File: src/logic/mfp_pkg.sv
package mfp_pkg;

	// ==========================================================
	// Frame control field layout
	localparam int FCF_W          = 16;
	localparam int FT_LSB         = 0;
	localparam int FT_MSB         = 2;
	localparam int SEC_BIT        = 3;
	localparam int PEND_BIT       = 4;
	localparam int ACKREQ_BIT     = 5;
	localparam int PANC_BIT       = 6;
	localparam int DMODE_LSB      = 10;
	localparam int DMODE_MSB      = 11;
	localparam int VER_LSB        = 12;
	localparam int VER_MSB        = 13;
	localparam int SMODE_LSB      = 14;
	localparam int SMODE_MSB      = 15;

	// ==========================================================
	// Frame types
	localparam logic [2:0] FT_BEACON  = 3'h0;
	localparam logic [2:0] FT_DATA    = 3'h1;
	localparam logic [2:0] FT_ACK     = 3'h2;
	localparam logic [2:0] FT_CMD     = 3'h3;
	localparam logic [2:0] FT_MAX_STD = 3'h3;

	// ==========================================================
	// Addressing modes and versions
	localparam logic [1:0] AM_NONE  = 2'h0;
	localparam logic [1:0] AM_RSV   = 2'h1;
	localparam logic [1:0] AM_SHORT = 2'h2;
	localparam logic [1:0] AM_EXT   = 2'h3;
	localparam logic [1:0] VER_2003 = 2'h0;
	localparam logic [1:0] VER_2006 = 2'h1;

	// Octet counts of address fields
	localparam logic [3:0] LEN_PAN   = 4'h2;
	localparam logic [3:0] LEN_SHORT = 4'h2;
	localparam logic [3:0] LEN_EXT   = 4'h8;

	// Command identifier of a data request
	localparam logic [7:0] CMD_DATA_REQ = 8'h04;
	localparam logic [15:0] BCAST_SHORT = 16'hffff;

	// Acknowledgment frame: type ack, everything else zero but the pending bit
	localparam logic [15:0] ACK_FCF_BASE = 16'h0002;
	localparam logic [7:0]  ACK_PHR      = 8'h05;
	localparam logic [15:0] CRC_INIT     = 16'h0000;
	localparam logic [15:0] CRC_POLY_REV = 16'h8408;

	// ==========================================================
	// Timing
	localparam int CLK_MHZ        = 50;
	localparam int ACK_DEADLINE_US = 192;
	localparam int ACK_DEADLINE_CYC = ACK_DEADLINE_US * CLK_MHZ;
	localparam int TURN_US         = 12;
	localparam int TURN_CYC        = TURN_US * CLK_MHZ;

	// Ack version filter selections
	localparam logic [1:0] AVF_ANY    = 2'h0;
	localparam logic [1:0] AVF_LE1    = 2'h1;
	localparam logic [1:0] AVF_LE2    = 2'h2;
	localparam logic [1:0] AVF_NONE   = 2'h3;

	typedef enum logic [2:0] {
		MFP_IDLE = 3'b000,
		MFP_FCF  = 3'b001,
		MFP_SEQ  = 3'b010,
		MFP_ADDR = 3'b011,
		MFP_BODY = 3'b100
	} mfp_state_t;

	typedef enum logic [2:0] {
		ACK_IDLE = 3'b000,
		ACK_WAIT = 3'b001,
		ACK_SEND = 3'b010,
		ACK_DONE = 3'b011
	} mfp_ack_state_t;

endpackage : mfp_pkg

File: src/logic/mfp_crc16.sv
`timescale 1ns/1ns
module mfp_crc16 (
	// Clock and reset
	input  wire logic        sys_clk,
	input  wire logic        rst,
	// Control
	input  wire logic        clear,
	input  wire logic        step,
	input  wire logic [7:0]  octet,
	// Result
	output logic      [15:0] crc
);

	function automatic logic [15:0] crc_octet(input logic [15:0] c, input logic [7:0] d);
		logic [15:0] r;
		r = c;
		for (int i = 0; i < 8; i++) begin
			if (r[0] ^ d[i]) begin
				r = (r >> 1) ^ mfp_pkg::CRC_POLY_REV;
			end else begin
				r = r >> 1;
			end
		end
		return r;
	endfunction : crc_octet

	// LSB-first ITU CRC as used on air
	always_ff @(posedge sys_clk or posedge rst) begin
		if (rst) begin
			crc <= 16'h0000;
		end else if (clear) begin
			crc <= mfp_pkg::CRC_INIT;
		end else if (step) begin
			crc <= crc_octet(crc, octet);
		end
	end

endmodule : mfp_crc16

File: src/logic/mfp_frame_parser.sv
`timescale 1ns/1ns
module mfp_frame_parser (
	// Clock and reset
	input  wire logic        sys_clk,
	input  wire logic        rst,
	// Configuration from the processor
	input  wire logic        auto_ack_receive_mode,
	input  wire logic        auto_retry_transmit_mode,
	input  wire logic        upload_reserved_frame_types,
	input  wire logic        ack_pending_flag_value,
	input  wire logic [1:0]  ack_version_filter_select,
	input  wire logic [15:0] own_pan_id,
	input  wire logic [15:0] own_short_addr,
	input  wire logic [63:0] own_ext_addr,
	// Received MPDU octets, PHR already stripped
	input  wire logic        rx_start,
	input  wire logic        rx_valid,
	input  wire logic [7:0]  rx_data,
	input  wire logic        rx_end,
	input  wire logic        rx_fcs_ok,
	// Transmit side frame control
	input  wire logic        tx_done,
	input  wire logic [15:0] tx_fcf,
	output logic             tx_wait_ack,
	output logic             tx_finish,
	// Parsed fields
	output logic [2:0]       frame_type,
	output logic             sec_enabled,
	output logic             ack_request,
	output logic             intra_pan,
	output logic [1:0]       dst_mode,
	output logic [1:0]       src_mode,
	output logic [1:0]       frame_version,
	output logic [7:0]       seq_num,
	output logic             secured_2006,
	output logic             secured_2003,
	output logic             fields_valid,
	// Filter results
	output logic             addr_match,
	output logic             frame_accept,
	// Ack frame octets out to the transmitter
	input  wire logic        ack_ready,
	output logic             ack_valid,
	output logic [7:0]       ack_data,
	output logic             ack_last,
	output logic             ack_late
);

	// ==========================================================
	// Parse state
	mfp_pkg::mfp_state_t st_r;
	logic [15:0]         fcf_r;
	logic [3:0]          cnt_r;
	logic [3:0]          fld_r;
	logic [3:0]          dst_len_r;
	logic [3:0]          src_len_r;
	logic                dst_phase_r;
	logic                dst_done_r;
	logic [63:0]         sh_r;
	logic                pan_ok_r;
	logic                dst_ok_r;
	logic                bcast_r;
	logic                cmd_seen_r;
	logic                data_req_r;

	function automatic logic [3:0] addr_len(input logic [1:0] m);
		case (m)
			mfp_pkg::AM_SHORT: addr_len = mfp_pkg::LEN_SHORT;
			mfp_pkg::AM_EXT:   addr_len = mfp_pkg::LEN_EXT;
			default:           addr_len = 4'h0;
		endcase
	endfunction : addr_len

	function automatic logic mode_present(input logic [1:0] m);
		mode_present = (m == mfp_pkg::AM_SHORT) || (m == mfp_pkg::AM_EXT);
	endfunction : mode_present

	// Field views of the captured frame control
	assign frame_type    = fcf_r[mfp_pkg::FT_MSB:mfp_pkg::FT_LSB];
	assign sec_enabled   = fcf_r[mfp_pkg::SEC_BIT];
	assign ack_request   = fcf_r[mfp_pkg::ACKREQ_BIT];
	assign intra_pan     = fcf_r[mfp_pkg::PANC_BIT];
	assign dst_mode      = fcf_r[mfp_pkg::DMODE_MSB:mfp_pkg::DMODE_LSB];
	assign src_mode      = fcf_r[mfp_pkg::SMODE_MSB:mfp_pkg::SMODE_LSB];
	assign frame_version = fcf_r[mfp_pkg::VER_MSB:mfp_pkg::VER_LSB];
	assign secured_2006  = sec_enabled && frame_version == mfp_pkg::VER_2006;
	assign secured_2003  = sec_enabled && frame_version == mfp_pkg::VER_2003;

	logic src_pan_len_zero;
	assign src_pan_len_zero = intra_pan && mode_present(dst_mode);

	// ==========================================================
	// Header walk: FCF, sequence, destination then source
	always_ff @(posedge sys_clk or posedge rst) begin
		if (rst) begin
			st_r        <= mfp_pkg::MFP_IDLE;
			fcf_r       <= 16'h0000;
			cnt_r       <= 4'h0;
			fld_r       <= 4'h0;
			dst_len_r   <= 4'h0;
			src_len_r   <= 4'h0;
			dst_phase_r <= 1'b0;
			dst_done_r  <= 1'b0;
			seq_num     <= 8'h00;
			fields_valid <= 1'b0;
		end else if (rx_start) begin
			st_r        <= mfp_pkg::MFP_FCF;
			cnt_r       <= 4'h0;
			fields_valid <= 1'b0;
			dst_done_r  <= 1'b0;
		end else if (rx_valid) begin
			case (st_r)
				mfp_pkg::MFP_FCF: begin
					// Octet 0 holds bits 7:0; bits 7..9 kept but never used
					if (cnt_r == 4'h0) begin
						fcf_r[7:0] <= rx_data;
						cnt_r      <= 4'h1;
					end else begin
						fcf_r[15:8] <= rx_data;
						st_r        <= mfp_pkg::MFP_SEQ;
					end
				end
				mfp_pkg::MFP_SEQ: begin
					seq_num      <= rx_data;
					fields_valid <= 1'b1;
					cnt_r        <= 4'h0;
					dst_phase_r  <= mode_present(dst_mode);
					fld_r        <= mode_present(dst_mode) ? mfp_pkg::LEN_PAN
						: (src_pan_len_zero ? 4'h0 : mfp_pkg::LEN_PAN);
					dst_len_r    <= addr_len(dst_mode);
					src_len_r    <= addr_len(src_mode);
					st_r         <= (mode_present(dst_mode) || mode_present(src_mode))
						? mfp_pkg::MFP_ADDR : mfp_pkg::MFP_BODY;
				end
				mfp_pkg::MFP_ADDR: begin
					// cnt_r counts fld_r PAN octets, then address octets
					if (cnt_r + 4'h1 == fld_r + (dst_phase_r ? dst_len_r : src_len_r)) begin
						cnt_r <= 4'h0;
						if (dst_phase_r && mode_present(src_mode)) begin
							dst_phase_r <= 1'b0;
							dst_done_r  <= 1'b1;
							fld_r       <= src_pan_len_zero ? 4'h0 : mfp_pkg::LEN_PAN;
						end else begin
							dst_done_r <= dst_phase_r | dst_done_r;
							st_r       <= mfp_pkg::MFP_BODY;
						end
					end else begin
						cnt_r <= cnt_r + 4'h1;
					end
				end
				mfp_pkg::MFP_BODY: begin
					st_r <= mfp_pkg::MFP_BODY;
				end
				default: st_r <= mfp_pkg::MFP_IDLE;
			endcase
		end else if (rx_end) begin
			st_r <= mfp_pkg::MFP_IDLE;
		end
	end

	// ==========================================================
	// Destination compare: shift octets, compare on last one
	logic in_dst;
	logic dst_pan_last;
	logic dst_addr_last;
	assign in_dst        = rx_valid && st_r == mfp_pkg::MFP_ADDR && dst_phase_r;
	assign dst_pan_last  = in_dst && cnt_r == mfp_pkg::LEN_PAN - 4'h1;
	assign dst_addr_last = in_dst && cnt_r + 4'h1 == mfp_pkg::LEN_PAN + dst_len_r;

	always_ff @(posedge sys_clk or posedge rst) begin
		if (rst) begin
			sh_r     <= 64'h0;
			pan_ok_r <= 1'b0;
			dst_ok_r <= 1'b0;
			bcast_r  <= 1'b0;
		end else if (rx_start) begin
			pan_ok_r <= 1'b0;
			dst_ok_r <= 1'b0;
			bcast_r  <= 1'b0;
		end else if (in_dst) begin
			sh_r <= {rx_data, sh_r[63:8]};
			if (dst_pan_last) begin
				pan_ok_r <= {rx_data, sh_r[63:56]} == own_pan_id
					|| {rx_data, sh_r[63:56]} == mfp_pkg::BCAST_SHORT;
			end
			if (dst_addr_last) begin
				if (dst_mode == mfp_pkg::AM_SHORT) begin
					bcast_r  <= {rx_data, sh_r[63:56]} == mfp_pkg::BCAST_SHORT;
					dst_ok_r <= {rx_data, sh_r[63:56]} == own_short_addr
						|| {rx_data, sh_r[63:56]} == mfp_pkg::BCAST_SHORT;
				end else begin
					dst_ok_r <= {rx_data, sh_r[63:8]} == own_ext_addr;
				end
			end
		end
	end

	// Data-request detection: first payload octet of a command frame
	always_ff @(posedge sys_clk or posedge rst) begin
		if (rst) begin
			cmd_seen_r <= 1'b0;
			data_req_r <= 1'b0;
		end else if (rx_start) begin
			cmd_seen_r <= 1'b0;
			data_req_r <= 1'b0;
		end else if (rx_valid && st_r == mfp_pkg::MFP_BODY && !cmd_seen_r) begin
			cmd_seen_r <= 1'b1;
			data_req_r <= frame_type == mfp_pkg::FT_CMD && rx_data == mfp_pkg::CMD_DATA_REQ;
		end
	end

	// ==========================================================
	// Filter decision, ignoring bits 7..9
	logic type_ok;
	logic modes_ok;
	logic addr_ok;
	logic ver_ok;
	assign type_ok  = frame_type <= mfp_pkg::FT_MAX_STD;
	assign modes_ok = dst_mode != mfp_pkg::AM_RSV && src_mode != mfp_pkg::AM_RSV
		&& !(sec_enabled && frame_version == mfp_pkg::VER_2003)
		&& frame_version <= mfp_pkg::VER_2006;
	// No destination: only a beacon, or a frame with a source address, gets through
	assign addr_ok  = mode_present(dst_mode) ? (pan_ok_r && dst_ok_r)
		: (frame_type == mfp_pkg::FT_BEACON || mode_present(src_mode));
	assign addr_match = auto_ack_receive_mode && fields_valid && addr_ok && modes_ok && type_ok;
	// Reserved types bypass the filter only when upload is enabled
	assign frame_accept = auto_ack_receive_mode && fields_valid
		&& (addr_match || (upload_reserved_frame_types && !type_ok));

	always_comb begin
		case (ack_version_filter_select)
			mfp_pkg::AVF_ANY:  ver_ok = 1'b1;
			mfp_pkg::AVF_LE1:  ver_ok = frame_version <= 2'h1;
			mfp_pkg::AVF_LE2:  ver_ok = frame_version <= 2'h2;
			mfp_pkg::AVF_NONE: ver_ok = 1'b0;
			default:           ver_ok = 1'b0;
		endcase
	end

	logic need_ack;
	assign need_ack = addr_match && ack_request && !bcast_r && ver_ok
		&& (frame_type == mfp_pkg::FT_DATA || frame_type == mfp_pkg::FT_CMD);

	// ==========================================================
	// Ack generation: PHR, FCF, sequence, 2 checksum octets
	mfp_pkg::mfp_ack_state_t ack_st_r;
	logic [2:0]  ack_idx_r;
	logic [14:0] dl_r;
	logic [15:0] ack_fcf_r;
	logic [7:0]  ack_seq_r;
	logic [15:0] crc;
	logic        crc_step;

	mfp_crc16 u_crc (
		.sys_clk (sys_clk),
		.rst     (rst),
		.clear   (ack_st_r == mfp_pkg::ACK_WAIT),
		.step    (crc_step),
		.octet   (ack_data),
		.crc     (crc)
	);

	assign ack_valid = ack_st_r == mfp_pkg::ACK_SEND;
	assign ack_last  = ack_valid && ack_idx_r == 3'h5;
	assign crc_step  = ack_valid && ack_ready && ack_idx_r >= 3'h1 && ack_idx_r <= 3'h3;

	always_comb begin
		case (ack_idx_r)
			3'h0:    ack_data = mfp_pkg::ACK_PHR;
			3'h1:    ack_data = ack_fcf_r[7:0];
			3'h2:    ack_data = ack_fcf_r[15:8];
			3'h3:    ack_data = ack_seq_r;
			3'h4:    ack_data = crc[7:0];
			3'h5:    ack_data = crc[15:8];
			default: ack_data = 8'h00;
		endcase
	end

	// Turnaround delay keeps the ack well inside the deadline
	always_ff @(posedge sys_clk or posedge rst) begin
		if (rst) begin
			ack_st_r  <= mfp_pkg::ACK_IDLE;
			ack_idx_r <= 3'h0;
			dl_r      <= 15'h0;
			ack_fcf_r <= mfp_pkg::ACK_FCF_BASE;
			ack_seq_r <= 8'h00;
			ack_late  <= 1'b0;
		end else begin
			case (ack_st_r)
				mfp_pkg::ACK_IDLE: begin
					if (rx_end && rx_fcs_ok && need_ack) begin
						ack_fcf_r <= mfp_pkg::ACK_FCF_BASE
							| {11'h0, data_req_r & ack_pending_flag_value, 4'h0};
						ack_seq_r <= seq_num;
						dl_r      <= 15'h0;
						ack_idx_r <= 3'h0;
						ack_late  <= 1'b0;
						ack_st_r  <= mfp_pkg::ACK_WAIT;
					end
				end
				mfp_pkg::ACK_WAIT: begin
					dl_r <= dl_r + 15'h1;
					if (dl_r == 15'(mfp_pkg::TURN_CYC - 1)) begin
						ack_st_r <= mfp_pkg::ACK_SEND;
					end
				end
				mfp_pkg::ACK_SEND: begin
					dl_r <= dl_r + 15'h1;
					// Deadline overrun is flagged, not hidden, if the transmitter stalls
					if (dl_r == 15'(mfp_pkg::ACK_DEADLINE_CYC - 1)) begin
						ack_late <= 1'b1;
					end
					if (ack_ready) begin
						if (ack_idx_r == 3'h5) begin
							ack_st_r <= mfp_pkg::ACK_DONE;
						end else begin
							ack_idx_r <= ack_idx_r + 3'h1;
						end
					end
				end
				mfp_pkg::ACK_DONE: ack_st_r <= mfp_pkg::ACK_IDLE;
				default:           ack_st_r <= mfp_pkg::ACK_IDLE;
			endcase
		end
	end

	// ==========================================================
	// Auto-retry: wait for ack only if the sent frame asked for one
	always_ff @(posedge sys_clk or posedge rst) begin
		if (rst) begin
			tx_wait_ack <= 1'b0;
			tx_finish   <= 1'b0;
		end else begin
			tx_wait_ack <= auto_retry_transmit_mode && tx_done && tx_fcf[mfp_pkg::ACKREQ_BIT];
			tx_finish   <= auto_retry_transmit_mode && tx_done && !tx_fcf[mfp_pkg::ACKREQ_BIT];
		end
	end

endmodule : mfp_frame_parser

File: config.mk
export PLATFORM = sky130hd
export DESIGN_NAME = mfp_frame_parser
export DESIGN_NICKNAME = d
export VERILOG_FILES = /design/src/logic/mfp_pkg.sv /design/src/logic/mfp_crc16.sv /design/src/logic/mfp_frame_parser.sv
export SDC_FILE = /design/constraint.sdc
export NUM_CORES = 1
export LEC_CHECK = 0
export ABC_AREA = 1
export BUFFER_PORTS_ARGS = -buffer_cell sky130_fd_sc_hd__buf_2
export CORE_MARGIN = 5
export CORE_UTILIZATION = 51
export CTS_CLUSTER_SIZE = 28
export DETAILED_ROUTE_END_ITERATION = 16
export GPL_ROUTABILITY_DRIVEN = 0
export PLACE_DENSITY = 0.77
export SLEW_MARGIN = 20
export SYNTH_ARGS = -nofsm -noshare
export SYNTH_HDL_FRONTEND = slang
export SYNTH_HIERARCHICAL = 1
export SYNTH_SLANG_ARGS = --single-unit
File: constraint.sdc
create_clock -name sys_clk -period 3.6 [get_ports sys_clk]
set_clock_uncertainty 0.15 [all_clocks]
set_input_delay 0.18 -clock sys_clk [delete_from_list [all_inputs] [get_ports sys_clk]]
set_output_delay 0.18 -clock sys_clk [all_outputs]
set_load 0.02 [all_outputs]
==> results of run 1 <==
==> layer usage <==
| metal | vias to the layer above | GRT usage | routed length, µm |
|---|---|---|---|
| met3 | 65 | 0.0679 | 1970 |
| li1 | 4386 | - | - |
| met2 | 345 | 0.407 | 11900 |
| met5 | - | 0 | 7 |
| met1 | 3998 | 0.324 | 10500 |
| met4 | 2 | 0.0910 | 745 |
==> worst paths after layout <==
kind | start | to | slack (ns) | cells past startpoint
worst max-delay path | ack_idx_r[2] | u_crc/crc[2] | 0.83 | 10
worst min-delay path | own_pan_id[6] | pan_ok_r | 0.009 | 6
worst max register to register | ack_idx_r[2] | u_crc/crc[2] | 0.83 | 10
worst min register to register | sh_r[55] | sh_r[55] | 0.33 | 2
max in group asynchronous | rst | fcf_r[1] | 2.08 | 4
min in group asynchronous | rst | u_crc/crc[14] | 0.27 | 3
==> per-stage QoR <==
| step | setup WS, ns | std cells | hold slack (ns) | utilization | instance area [µm²] |
|---|---|---|---|---|---|
| after floorplan | 1.19 | 1309 | -0.0563 | - | 8960 |
| after global placement | 0.954 | 1663 | 0.162 | 0.576 | 9920 |
| after detailed placement | 0.895 | 1663 | 0.162 | 0.576 | 9920 |
| after CTS | 0.857 | 1705 | 0.000902 | 0.617 | 10600 |
| after global routing | 0.565 | 1705 | 0.0206 | 0.617 | 10600 |
| final | 0.831 | 1705 | 0.00853 | 0.617 | 10600 |
==> cells by family after synthesis <==
| kind of cell | Yosys count |
|---|---|
| flops | 143 |
| fa+ha+maj | 13 |
| buf+inv | 232 |
| xor+xnor | 43 |
| mux | 4 |
| simple gates | 700 |
| compound gates | 174 |
==> critical path, delay by kind of cell, from the launching register on <==
family,cells,cell delay [ns]
xor gates and xnor gates,1,0.26
and+or+nand+nor,5,0.44
AOI/OAI and AO/OA,2,0.85
DFF,1,0.62
buffers and inverters,2,0.32
==> registers in the layout, indices dropped and copies added (netlist names) <==
| signal | cells |
|---|---|
| cnt_r | 4 |
| bcast_r | 1 |
| ack_st_r | 2 |
| pan_ok_r | 1 |
| src_len_r | 2 |
| seq_num | 8 |
| dst_ok_r | 1 |
| fld_r | 1 |
| tx_finish | 1 |
| cmd_seen_r | 1 |
| ack_idx_r | 3 |
| dst_len_r | 2 |
| dl_r | 15 |
| u_crc/crc | 16 |
| tx_wait_ack | 1 |
| sh_r | 56 |
| ack_late | 1 |
| ack_fcf_r | 1 |
| ack_seq_r | 8 |
| fields_valid | 1 |
| dst_phase_r | 1 |
| data_req_r | 1 |
| st_r | 3 |
| fcf_r | 12 |
==> power breakdown <==
group | total (W) | switching (W) | leakage [nW] | internal [W]
combinational | 0.00203 | 0.00135 | 3.28 | 0.000676
clock | 0.00185 | 0.000713 | 0.287 | 0.00113
sequential | 0.00213 | 0.000284 | 1.92 | 0.00184
total | 0.00600 | 0.00235 | 5.48 | 0.00365
==> cell usage after synthesis, types with 2 or more instances <==
library cell and count:
sky130_fd_sc_hd__nand2_1 470, sky130_fd_sc_hd__inv_1 194, sky130_fd_sc_hd__dfrtp_1 143, sky130_fd_sc_hd__o21ai_0 106, sky130_fd_sc_hd__nor2_1 98, sky130_fd_sc_hd__nand3_1 69, sky130_fd_sc_hd__xnor2_1 29, sky130_fd_sc_hd__a21oi_1 24
sky130_fd_sc_hd__clkbuf_1 18, sky130_fd_sc_hd__nand4_1 16, sky130_fd_sc_hd__o21ai_1 14, sky130_fd_sc_hd__xor2_1 14, sky130_fd_sc_hd__ha_1 13, sky130_fd_sc_hd__or2_2 13, sky130_fd_sc_hd__o21ai_2 10, sky130_fd_sc_hd__nor3_1 9
sky130_fd_sc_hd__buf_2 8, sky130_fd_sc_hd__nand2_2 8, sky130_fd_sc_hd__a31o_2 6, sky130_fd_sc_hd__inv_2 6, sky130_fd_sc_hd__nor2_2 6, sky130_fd_sc_hd__o22ai_1 6, sky130_fd_sc_hd__mux2_1 4, sky130_fd_sc_hd__a31oi_1 3
sky130_fd_sc_hd__nor2_4 3, sky130_fd_sc_hd__nor4_1 3, sky130_fd_sc_hd__buf_4 2, sky130_fd_sc_hd__nand2_4 2
==> cell type report <==
cell class / count / area [µm²] / share of cell area
multi-input cells: 934 / 4450 / 0.418
flip-flops and latches: 143 / 3580 / 0.336
repair buffers: 171 / 956 / 0.0899
inverters: 200 / 754 / 0.0709
clock buffers: 21 / 460 / 0.0433
well taps: 225 / 282 / 0.0265
clock inverters: 11 / 155 / 0.0146
==> results.json, run 1 <==
{
  "max_slew_margin": 0.481,
  "maxSlewViolCount": 0,
  "fmax_mhz": 361,
  "synth_adder_area_share": 0.0182,
  "netlist-cell-type-count": 40,
  "cts_resized": 0,
  "totalPowerFinal_w": 0.00600,
  "first_global_vias": 8442,
  "postSynthCellCount": 1309,
  "layout_cells_sized_above_1": 0.169,
  "synth_simple_gate_area_frac": 0.323,
  "yosysTopAreaCell": "sky130_fd_sc_hd__dfrtp_1",
  "cts_inserted_buffers": 17,
  "tritoncts": "built",
  "synth.area.top_cells": "sky130_fd_sc_hd__dfrtp_1, sky130_fd_sc_hd__nand2_1, sky130_fd_sc_hd__inv_1, sky130_fd_sc_hd__o21ai_0, sky130_fd_sc_hd__nor2_1",
  "status": "finished clean",
  "track_usage": 0.251,
  "grt_antenna_before_repair": 1,
  "worst_path_largest_cell_delay_ns": 0.64,
  "post_synth_xor_area_fraction": 0.0421,
  "setup_total_negative_slack_ns": 0,
  "drt_first_pass_iters": 5,
  "synth_top_flop_cell": "sky130_fd_sc_hd__dfrtp_1",
  "post_cts_buffers": 0,
  "layout_commonest_cell": "sky130_fd_sc_hd__nand2_1",
  "post_drt_via_cell_ratio": 5.16,
  "end_kind": "register",
  "timing.hold.worst.class": "input pin to register",
  "crit_path_top_delay_cell": "sky130_fd_sc_hd__o22ai_1",
  "routed-via-count": 8796,
  "crit_top_cell": "sky130_fd_sc_hd__nand2_1",
  "worstSkewPairLatency_ns": 0.42,
  "core-area_mm2": 0.0172,
  "timing_worst_setup_path_type": "register to register",
  "mapped_cell_area_mm2": 0.00895,
  "setup_viol": 0,
  "power.density_mw_per_mm2": 564,
  "route.detailed.drc": 0,
  "post_synth.cell_area_avg_um2": 6.84,
  "timing.final.crit_period_ns": 2.77,
  "mappedNetlistNets": 1456,
  "worstMarginPinSlew_ns": 0.776,
  "routed_wirelength_mm": 25.1,
  "first_iter_violations": 723,
  "antenna_viol_nets_final": 0,
  "globalRouteOverflowTotal": 0,
  "grt_max_degree": 99,
  "largest_driver_fanout_on_the_critical_path": 13,
  "wire_per_inst_um": 14.7,
  "ioPinCount": 172,
  "synth_compound_area_frac": 0.108,
  "hold_buffers": 10,
  "finish.net_count": 1614,
  "grt_first_pass_wirelength_mm": 40.9,
  "rsz0062_at_grt": "no",
  "cellLeakagePower_nw": 5.48,
  "critical_path.cell_chain": "inv_1, o22ai_1, a31o_2, inv_1, xnor2_1, nand2_1, nand2_2, nand2_1, nand3_1, nand2_1",
  "worst_ep_arrival_time_ns": 2.93,
  "initial_utilization": 0.519,
  "synth_seq_area_share": 0.400,
  "synth_edf_count": 0,
  "final.period_utilization": 0.769,
  "vdd_ir_drop_max_v": 0.000430,
  "cts_htree_levels": 4,
  "clkSinkCount": 143,
  "ffs_latches_synth": 143,
  "finalHoldViolCount": 0,
  "critical_path_required_ns": 3.76,
  "final_cell_mix": "sky130_fd_sc_hd__nand2_1, sky130_fd_sc_hd__inv_1, sky130_fd_sc_hd__buf_2",
  "dieWidth_um": 142,
  "yosys_warnings": 6,
  "timing.max_cap.violations": 0,
  "worst_setup_hold_path_clk_slew_ns": 0.06,
  "die_height_um": 142,
  "clock_tree.root_cell": "sky130_fd_sc_hd__clkbuf_16",
  "place_hpwl_mm": 18.9,
  "fraction_of_registers_with_async_set_reset": 1.00,
  "cts_max_path_buffers": 2,
  "synth_top_area_frac": 0.400,
  "synth_top_family_by_area": "simple AND/OR/NAND/NOR gates",
  "io_buffers": 156,
  "yosys-mux-area-fraction": 0.00503,
  "num_rows": 48,
  "die_area_mm2": 0.0203,
  "area.growth.synth_to_final_pct": 18.8,
  "type_of_origin_of_the_critical_path": "register",
  "antenna_cells_inserted": 0,
  "final.fill_count": 1522
}
No activity file was read; power rests on OpenSTA's default activity.
==> run 2, diff against run 1 <==
--- a/config.mk
+++ b/config.mk
@@ -8,11 +8,11 @@
 export ABC_AREA = 1
 export BUFFER_PORTS_ARGS = -buffer_cell sky130_fd_sc_hd__buf_2
 export CORE_MARGIN = 5
-export CORE_UTILIZATION = 51
+export CORE_UTILIZATION = 56
 export CTS_CLUSTER_SIZE = 28
 export DETAILED_ROUTE_END_ITERATION = 16
 export GPL_ROUTABILITY_DRIVEN = 0
-export PLACE_DENSITY = 0.77
+export PLACE_DENSITY = 0.81
 export SLEW_MARGIN = 20
 export SYNTH_ARGS = -nofsm -noshare
 export SYNTH_HDL_FRONTEND = slang
==> constraint.sdc (replaced) <==
create_clock -name sys_clk -period 2.85 [get_ports sys_clk]
set_clock_uncertainty 0.15 [all_clocks]
set_input_delay 0.1425 -clock sys_clk [delete_from_list [all_inputs] [get_ports sys_clk]]
set_output_delay 0.1425 -clock sys_clk [all_outputs]
set_load 0.02 [all_outputs]
==> results.json, run 2 (same netlist as run 1, synthesis figures left out) <==
{
  "status": "finished clean",
  "launch_point_of_the_critical_path": "ack_idx_r[1]",
  "final_cell_mix": "sky130_fd_sc_hd__nand2_1, sky130_fd_sc_hd__inv_1, sky130_fd_sc_hd__buf_2",
  "reg.largest.list": "sh_r x56, u_crc/crc x16, dl_r x15",
  "maxSlewViolCount": 0,
  "die_area_mm2": 0.0186,
  "vdd_ir_drop_max_v": 0.000539,
  "clkSinkCount": 143,
  "post_drt_via_cell_ratio": 5.27,
  "dp_slack_ns": 0.467,
  "routed_wirelength_mm": 25.3,
  "register_bank_with_the_most_flops": "sh_r",
  "timing.hold.worst.class": "input pin to register",
  "power.switching_fraction": 0.401,
  "r2r_setup_slk_ns": 0.37,
  "worst_r2r_path_depth": 11,
  "worst_hold_slack_ns": 0.0115,
  "finalHoldViolCount": 0,
  "cts_htree_levels": 4,
  "combinational_share_of_power": 0.349,
  "switchingPower_w": 0.00300,
  "end_kind": "register",
  "worstSkewPairLatency_ns": 0.43,
  "setup_viol": 0,
  "fmax_mhz": 403,
  "place_hpwl_mm": 18.6,
  "grt_first_pass_wirelength_mm": 41.0,
  "power.density_mw_per_mm2": 701,
  "cts_inserted_buffers": 17,
  "worstMarginPinSlew_ns": 0.658,
  "route.detailed.drc": 0,
  "rsz0062_at_grt": "no",
  "first_global_vias": 8421,
  "cts_max_path_buffers": 2,
  "share_clk_of_total_power": 0.291,
  "grt_antenna_before_repair": 0,
  "setup_total_negative_slack_ns": 0,
  "final.fill_count": 1353,
  "power_frac_seq": 0.359,
  "worst_setup_hold_path_clk_slew_ns": 0.06,
  "largest_driver_fanout_on_the_critical_path": 12,
  "area.growth.synth_to_final_pct": 19.1,
  "worstReg2RegEnd": "u_crc/crc[8]",
  "largest_register_ff_count": 56,
  "timing.final.crit_period_ns": 2.48,
  "dieWidth_um": 136,
  "globalRouteOverflowTotal": 0,
  "routed-via-count": 9008,
  "max_slew_margin": 0.561,
  "r2r-start": "ack_idx_r[1]",
  "timing.final.ws_setup_ns": 0.367,
  "core-area_mm2": 0.0158,
  "timing.max_cap.violations": 0,
  "initial_utilization": 0.568,
  "layout_cells_sized_above_1": 0.172,
  "tritoncts": "built",
  "antenna_viol_nets_final": 0,
  "post_cts_buffers": 0,
  "grt_max_degree": 106,
  "drt_first_pass_iters": 8,
  "cellLeakagePower_nw": 5.50,
  "worst_ep_arrival_time_ns": 2.65,
  "die_height_um": 136,
  "clock_tree.root_cell": "sky130_fd_sc_hd__clkbuf_16",
  "worst_setup_path_endpoint": "u_crc/crc[8]",
  "type_of_origin_of_the_critical_path": "register",
  "timing_worst_setup_path_type": "register to register",
  "wire_per_inst_um": 14.8,
  "critical_path_required_ns": 3.02,
  "finish.net_count": 1626,
  "first_iter_violations": 961,
  "track_usage": 0.280,
  "ioPinCount": 172,
  "layout_commonest_cell": "sky130_fd_sc_hd__nand2_1",
  "final.period_utilization": 0.871,
  "num_rows": 46,
  "io_buffers": 156,
  "antenna_cells_inserted": 0,
  "internal_power_w": 0.00448
}
-- run 2: layout make-up --
class	instances	area, µm²	share of cell area
clock buffer	21	460	0.0432
clock inverter	11	109	0.0102
inverter	200	754	0.0708
sequential	143	3580	0.336
tap	216	270	0.0254
timing repair buffer	183	1040	0.0972
multi-input combinational	934	4450	0.418
-- run 2: repair_timing --
| item | CTS | global route |
|---|---|---|
| gates resized for setup | 0 | 0 |
| hold endpoints to repair | 47 | 0 |
| hold buffers | 16 | 0 |
-- run 2: how the worst min path moves through the flow --
stage | start | end | slack, ns | depth (start not counted)
6_report | ack_ready | ack_st_r[1] | 0.01 | 4
5_1_grt | rx_valid | st_r[0] | 0.05 | 5
4_1_cts | ack_ready | ack_st_r[1] | 0.002 | 4
3_5_place_dp | rst | sh_r[23] | 0.1 | 2
3_3_place_gp | rst | sh_r[23] | 0.08 | 2
2_1_floorplan | rst | u_crc/crc[0] | -0.09 | 1
-- run 2: through the flow --
| step | total power, W | cell area (µm²) | utilization | std cells |
|---|---|---|---|---|
| after global placement | 0.00518 | 9930 | 0.630 | 1660 |
| final | 0.00747 | 10700 | 0.676 | 1708 |
| after floorplan | 0.00452 | 8960 | - | 1309 |
| after detailed placement | 0.00525 | 9930 | 0.630 | 1660 |
| after global routing | 0.00792 | 10700 | 0.676 | 1708 |
| after CTS | 0.00745 | 10700 | 0.676 | 1708 |
-- run 2: metal layers --
metal	part of all wire	routed length, µm	up-vias	track usage
met5	0	0	-	0
li1	-	-	4403	-
met1	0.41	10400	4140	0.372
met4	0.027	693	0	0.0997
met2	0.48	12200	406	0.457
met3	0.080	2030	59	0.0566
-- run 2: power groups by stage --
| stage | Sequential [W] | Clock, W | Combinational (W) |
|---|---|---|---|
| detailed placement | 0.00270 | 0 | 0.00255 |
| global placement | 0.00270 | 0 | 0.00248 |
| CTS | 0.00267 | 0.00219 | 0.00258 |
| floorplan | 0.00273 | 0 | 0.00179 |
| global route | 0.00273 | 0.00229 | 0.00291 |
| finish | 0.00269 | 0.00218 | 0.00261 |
-- run 2: critical path, cell delays in order, from the launching register on --
cell                      delay (ns)
sky130_fd_sc_hd__dfrtp_1        0.42
sky130_fd_sc_hd__inv_1          0.13
sky130_fd_sc_hd__ha_1           0.46
sky130_fd_sc_hd__o21ai_0        0.18
sky130_fd_sc_hd__a31oi_1        0.32
sky130_fd_sc_hd__nand2_1        0.10
sky130_fd_sc_hd__nand2_1        0.13
sky130_fd_sc_hd__nand3_1        0.14
sky130_fd_sc_hd__nand2_1        0.14
sky130_fd_sc_hd__nand2_1        0.06
sky130_fd_sc_hd__nand3_1        0.09
sky130_fd_sc_hd__nand2_1        0.06
